`config.mk`:
```
export PLATFORM = sky130hd
export DESIGN_NAME = apco_regs
export DESIGN_NICKNAME = d
export VERILOG_FILES = /design/src/common/apco_pkg.sv /design/src/hw/apco_regs.sv
export SDC_FILE = /design/constraint.sdc
export NUM_CORES = 1
export LEC_CHECK = 0
export BUFFER_PORTS_ARGS = -buffer_cell sky130_fd_sc_hd__buf_2
export CORE_ASPECT_RATIO = 0.75
export CORE_MARGIN = 5
export CORE_UTILIZATION = 49
export CTS_CLUSTER_SIZE = 14
export DETAILED_ROUTE_END_ITERATION = 6
export GPL_ROUTABILITY_DRIVEN = 0
export PLACE_DENSITY = 0.81
export SLEW_MARGIN = 20
export SYNTH_ARGS = -nofsm -noshare
export SYNTH_HDL_FRONTEND = slang
export SYNTH_SLANG_ARGS = --single-unit
export TNS_END_PERCENT = 10
```
`constraint.sdc`:
```
create_clock -name core_clk_in -period 1.6 [get_ports core_clk_in]
set_input_delay 0 -clock core_clk_in [delete_from_list [all_inputs] [get_ports core_clk_in]]
set_output_delay 0 -clock core_clk_in [all_outputs]
set_load 0.02 [all_outputs]
```
`src/common/apco_pkg.sv`:
```
package apco_pkg;

  // ==========================================
  // register offsets
  localparam logic [7:0] APCO_OFS_X      = 8'h71;
  localparam logic [7:0] APCO_OFS_Y      = 8'h72;
  localparam logic [7:0] APCO_OFS_Z      = 8'h73;
  localparam logic [7:0] APCO_OFS_PWRCFG = 8'h7C;
  localparam logic [7:0] APCO_OFS_SENEN  = 8'h7D;
  localparam logic [7:0] APCO_OFS_CMD    = 8'h7E;

  // ==========================================
  // reset values
  localparam logic [7:0] APCO_RST_OFFSET = 8'h00;
  localparam logic [7:0] APCO_RST_PWRCFG = 8'h03;
  localparam logic [7:0] APCO_RST_SENEN  = 8'h00;
  localparam logic [7:0] APCO_CMD_READ   = 8'h00;

  // ==========================================
  // field positions
  localparam int APCO_BIT_APS = 0;
  localparam int APCO_BIT_FSW = 1;
  localparam int APCO_BIT_AUX = 0;
  localparam int APCO_BIT_ACC = 2;
  localparam logic [7:0] APCO_PWRCFG_MASK = 8'h03;
  localparam logic [7:0] APCO_SENEN_MASK  = 8'h05;

  // ==========================================
  // command codes
  localparam logic [7:0] APCO_CMD_NVM_PROG   = 8'hA0;
  localparam logic [7:0] APCO_CMD_QUEUE_FLSH = 8'hB0;
  localparam logic [7:0] APCO_CMD_SOFTRESET  = 8'hB6;

  // ==========================================
  // carriers
  typedef struct packed {
    logic       wr;
    logic       rd;
    logic [7:0] addr;
    logic [7:0] wdata;
  } apco_req_t;

  typedef struct packed {
    logic [7:0] x;
    logic [7:0] y;
    logic [7:0] z;
  } apco_offs_t;

  typedef struct packed {
    logic       nvm_prog;
    logic       queue_flush;
    logic       soft_reset;
  } apco_cmd_t;

endpackage

```
`src/hw/apco_regs.sv`:
```
// What this block does
// - x offset register, reset zero, nvm-backed
// - y offset register, reset zero, nvm-backed
// - z offset register, reset zero, nvm-backed
// - offset added only when apply bit set
// - power config resets 0x03, bits 0/1
// - power save off keeps fast clock
// - power save on: slow clock when idle
// - self-wakeup off blocks queue reads in save
// - self-wakeup on allows reads after interrupt
// - sensor enable resets zero, bit 2 accel
// - sensor enable bit 0 auxiliary sensor
// - command register writes act, reads zero
// - 0xA0 copies backed registers into nvm
// - 0xB0 flushes queue, config kept
// - 0xB6 resets all user configuration
`timescale 1ns/100ps
module apco_regs
  import apco_pkg::*;
(
  // clock and reset
  input  wire logic                 core_clk_in,
  input  wire logic                 rstn_in,
  // register access
  input  wire apco_pkg::apco_req_t  req_in,
  output logic [7:0]                rdata_out,
  // nvm load and status
  input  wire logic                 nvm_load_in,
  input  wire apco_pkg::apco_offs_t nvm_offs_in,
  // system state
  input  wire logic                 offset_apply_in,
  input  wire logic                 meas_busy_in,
  input  wire logic                 irq_seen_in,
  // outputs
  output apco_pkg::apco_offs_t      offs_applied_out,
  output apco_pkg::apco_offs_t      nvm_offs_out,
  output apco_pkg::apco_cmd_t       cmd_out,
  output logic                      fast_clk_en_out,
  output logic                      queue_rd_allow_out,
  output logic                      acc_en_out,
  output logic                      aux_en_out
);
  import apco_pkg::*;

  // ==========================================
  // state
  typedef struct packed {
    apco_offs_t offs;
    logic [7:0] pwrcfg;
    logic [7:0] senen;
    apco_cmd_t  cmd;
    logic [7:0] rdata;
    logic       woken;
  } apco_state_t;

  apco_state_t st_r;
  apco_state_t st_nxt;

  localparam apco_state_t APCO_ST_RST = '{
    offs:   '{x: APCO_RST_OFFSET, y: APCO_RST_OFFSET, z: APCO_RST_OFFSET},
    pwrcfg: APCO_RST_PWRCFG,
    senen:  APCO_RST_SENEN,
    cmd:    '{nvm_prog: 1'b0, queue_flush: 1'b0, soft_reset: 1'b0},
    rdata:  8'h00,
    woken:  1'b0
  };

  // ==========================================
  // next state
  always_comb
  begin
    st_nxt     = st_r;
    st_nxt.cmd = '{nvm_prog: 1'b0, queue_flush: 1'b0, soft_reset: 1'b0};
    if (st_r.cmd.soft_reset)
    begin
      st_nxt = APCO_ST_RST;
    end
    else
    begin
      if (nvm_load_in)
      begin
        st_nxt.offs = nvm_offs_in;
      end
      if (req_in.wr)
      begin
        if (req_in.addr == APCO_OFS_X)
        begin
          st_nxt.offs.x = req_in.wdata;
        end
        else if (req_in.addr == APCO_OFS_Y)
        begin
          st_nxt.offs.y = req_in.wdata;
        end
        else if (req_in.addr == APCO_OFS_Z)
        begin
          st_nxt.offs.z = req_in.wdata;
        end
        else if (req_in.addr == APCO_OFS_PWRCFG)
        begin
          st_nxt.pwrcfg = req_in.wdata & APCO_PWRCFG_MASK;
        end
        else if (req_in.addr == APCO_OFS_SENEN)
        begin
          st_nxt.senen = req_in.wdata & APCO_SENEN_MASK;
        end
        else if (req_in.addr == APCO_OFS_CMD)
        begin
          case (req_in.wdata)
            APCO_CMD_NVM_PROG:   st_nxt.cmd.nvm_prog = 1'b1;
            APCO_CMD_QUEUE_FLSH: st_nxt.cmd.queue_flush = 1'b1;
            APCO_CMD_SOFTRESET:  st_nxt.cmd.soft_reset = 1'b1;
            default:             st_nxt.cmd = st_nxt.cmd;
          endcase
        end
      end
      if (irq_seen_in)
      begin
        st_nxt.woken = 1'b1;
      end
      else if (meas_busy_in)
      begin
        st_nxt.woken = 1'b0;
      end
      // read data
      if (req_in.rd)
      begin
        if (req_in.addr == APCO_OFS_X)
        begin
          st_nxt.rdata = st_r.offs.x;
        end
        else if (req_in.addr == APCO_OFS_Y)
        begin
          st_nxt.rdata = st_r.offs.y;
        end
        else if (req_in.addr == APCO_OFS_Z)
        begin
          st_nxt.rdata = st_r.offs.z;
        end
        else if (req_in.addr == APCO_OFS_PWRCFG)
        begin
          st_nxt.rdata = st_r.pwrcfg;
        end
        else if (req_in.addr == APCO_OFS_SENEN)
        begin
          st_nxt.rdata = st_r.senen;
        end
        else
        begin
          st_nxt.rdata = APCO_CMD_READ;
        end
      end
    end
  end

  // ==========================================
  // registers
  always_ff @(posedge core_clk_in or negedge rstn_in)
  begin
    if (!rstn_in)
    begin
      st_r <= APCO_ST_RST;
    end
    else
    begin
      st_r <= st_nxt;
    end
  end

  // ==========================================
  // outputs
  logic aps_on;
  assign aps_on    = st_r.pwrcfg[APCO_BIT_APS];
  assign rdata_out = st_r.rdata;
  assign nvm_offs_out = st_r.offs;
  assign cmd_out      = st_r.cmd;

  assign offs_applied_out = offset_apply_in ? st_r.offs : '0;

  assign fast_clk_en_out = !aps_on || meas_busy_in;

  assign queue_rd_allow_out = !aps_on ||
                              (st_r.pwrcfg[APCO_BIT_FSW] && st_r.woken);

  assign acc_en_out = st_r.senen[APCO_BIT_ACC];
  assign aux_en_out = st_r.senen[APCO_BIT_AUX];

endmodule

```
==> impl_metrics.py <==
metrics = {
    "sta": {
        "fin_crit_ns": 1.37,
        "fin_skew_ns": 0.0119,
        "hold_viol": 0,
        "setup_viol": 0,
        "fmax_mhz": 732,
        "setup-tns-final_ns": 0,
        "rsz0062_at_grt": "false",
        "maxSlewHeadroom_pct": 49.5,
        "min_period_over_period_pct": 85.4,
        "worst_pin_slew_ns": 0.757,
        "drv_slew": 0,
        "worst_hold_slack_ns": 0.0195,
    },
    "floorplan": {
        "die_w_um": 96.2,
        "core_area_um2": 5380,
        "rows": 23,
        "start_util_pct": 50.7,
        "pin_count": 111,
        "die-area_um2": 7180,
        "dieHeight_um": 74.6,
    },
    "critical_path": {
        "critPathMaxFanout": 16,
        "ff2ff_path_depth": 4,
        "cp.depth": 2,
        "end_kind": "output port",
        "cpLargestDelayFamily": "flip-flops",
        "critPathBufInv": 2,
        "worstSetupPathType": "flip-flop to output port",
        "critPathArrivalTime_ns": 1.37,
        "crit_path_start_kind": "flip-flop",
        "slowest_stage": "dfrtp_2",
        "cp.required_ns": 1.60,
        "cpPeakStageDelay_ns": 0.57,
        "worstPathCellList": "buf_4 > buf_2",
    },
    "drt": {
        "routed_wl_mm": 7.11,
        "viasPerCell": 5.34,
        "drt_iter0_markers": 92,
        "postRouteAntennaNets": 0,
        "post_drt_wl_per_cell_um": 16.6,
        "drcViolationCount": 0,
        "drt-pass1-iter-count": 4,
        "vias": 2284,
    },
    "worst_hold_path": {
        "min_path_cells": 3,
        "hp-class": "input pin to flip-flop",
    },
    "cts": {
        "clockBufferDepth": 2,
        "root_buffer": "clkbuf_8",
        "cts.htree.levels": 2,
        "cts_sinks": 40,
        "clk_pin_slew_worst_paths_ns": 0.09,
        "cts_made_buffers": 5,
        "clk_latency_ns": 0.30,
        "cts_tree": "built",
    },
    "layout": {
        "layout-drive-gt1-share_pct": 43.9,
        "finalNonFillerCells": 428,
        "finalNetCount": 400,
        "mostFrequentLayoutCell": "buf_2",
        "utilization_pct": 59.6,
        "final_cell_mix": "buf_2, nor2_1, dfrtp_1",
        "n_antenna_cell": 0,
        "final_area_um2": 3210,
        "area_growth_pct": 17.6,
    },
    "status": {
        "status": "completed",
    },
    "logic_synthesis": {
        "synth_seq_cells": 40,
        "ys_types": 40,
        "syn_area_um2": 2730,
        "synth_edf_count": 0,
        "async_reset_ff_share_pct": 100,
        "synth_cells": 275,
        "synth_warnings": 0,
        "ys.flop_type": "dfrtp_1",
        "yosysSeqAreaShare_pct": 36.8,
        "synth_area_per_cell_um2": 9.92,
        "syn_nets": 323,
    },
    "power_and_ir_drop": {
        "ir_drop_uv": 384,
        "p_leak_nw": 1.66,
        "p_per_area_nw_per_um2": 796,
    },
    "placement": {
        "dp.cells": 417,
        "hpwl_mm": 5.48,
        "postPlaceCellArea_um2": 3080,
        "port_buffers": 110,
    },
    "global_route": {
        "grt_pass1_wl_mm": 11.4,
        "grt_remaining_overflow": 0,
        "antenna_found_initial": 0,
        "grt_pass1_vias": 2324,
        "grt_max_degree": 34,
        "grt_usage_pct": 21.0,
    },
    "run": {
        "cap_violations": 0,
    },
}
repair_timing:
| item | CTS | global route |
|---|---|---|
| gates resized for setup | 0 | 0 |
| setup buffers | 0 | 0 |
| endpoints found under the hold margin | 31 | 0 |
| hold buffers | 3 | 0 |
cell type report:
class | count | area [µm²]
Fill cell | 486 | 2170
Clock buffer | 6 | 82.6
Inverter | 3 | 11.3
Multi-Input combinational cell | 180 | 1350
Timing Repair Buffer | 122 | 648
Sequential cell | 40 | 1000
Clock inverter | 2 | 15.0
Tap cell | 75 | 93.8
worst paths after layout:
path | startpoint | end | slack [ns]
worst max-delay path | cmd_out[0]$_DFF_PN0_ | cmd_out[0] | 0.23
worst min-delay path | req_in[7] | nvm_offs_out[7]$_DFF_PN0_ | 0.02
worst max register to register | st_r[21]$_DFFE_PN1P_ | rdata_out[1]$_DFFE_PN0P_ | 0.32
worst min register to register | rdata_out[1]$_DFFE_PN0P_ | rdata_out[1]$_DFFE_PN0P_ | 0.50
max in group asynchronous | rstn_in | nvm_offs_out[9]$_DFF_PN0_ | 0.70
min in group asynchronous | rstn_in | st_r[0]$_DFFE_PN0P_ | 0.31
Yosys cell counts, types with 2 or more instances:
master / count / share of area, %
buf_4: 38 / 10
nor2_1: 39 / 5.4
nand3_1: 5 / 0.92
clkbuf_1: 5 / 0.69
and3_1: 2 / 0.46
buf_2: 6 / 1.1
nand2_1: 10 / 1.4
nor4b_1: 2 / 0.64
a22oi_1: 6 / 1.7
and2_1: 26 / 6.0
dfrtp_1: 38 / 35
mux2_1: 5 / 2.1
mux2i_1: 27 / 9.9
buf_6: 2 / 0.83
a2bb2oi_1: 8 / 2.6
inv_1: 3 / 0.41
dfstp_2: 2 / 1.9
a211oi_1: 5 / 1.4
a21oi_1: 4 / 0.73
nor2b_1: 2 / 0.46
nand4_4: 2 / 1.6
a211oi_2: 19 / 8.7
nand4_1: 2 / 0.46
power breakdown:
group	total, mW	switching, mW	internal, mW
clock	0.728	0.378	0.349
sequential	1.15	0.0702	1.08
combinational	0.673	0.385	0.288
state kept, by name (all words and copies together) (netlist names):
register and cells:
acc_en_out 1, aps_on 1, aux_en_out 1, cmd_out 3, nvm_offs_out 24, rdata_out 8
st_r 2
stage by stage:
stage                     power, mW  setup slack [ns]
after floorplan                1.66             0.389
after global placement         1.83             0.258
after detailed placement       1.85             0.153
after CTS                      2.58             0.225
after global routing           2.69             0.145
final                          2.55             0.234
worst reg2reg max path, stage by stage, from the launching register on:
cell,delay [ns]
dfstp_2,0.55
nor2b_1,0.13
a22oi_1,0.07
a2bb2oi_1,0.14
o41ai_1,0.29
kinds of logic after synthesis:
kind of cell           after synthesis  synth area share, %
DFF                                 40                 36.8
AOI/OAI and AO/OA                   49                 17.1
and+or+nand+nor                     98                 20.1
buffers and inverters               55                 13.6
muxes                               33                 12.4
per-layer routing:
| metal | GRT usage (%) | vias up | part of all wire, % | wire length (µm) |
|---|---|---|---|---|
| li1 | - | 1088 | - | - |
| met1 | 27.5 | 1099 | 44 | 3140 |
| met2 | 35.5 | 92 | 47 | 3370 |
| met3 | 5.09 | 5 | 7.6 | 543 |
| met4 | 5.21 | 0 | 0.80 | 57 |
| met5 | 0 | - | 0 | 0 |
No activity file was read; power rests on OpenSTA's default activity.
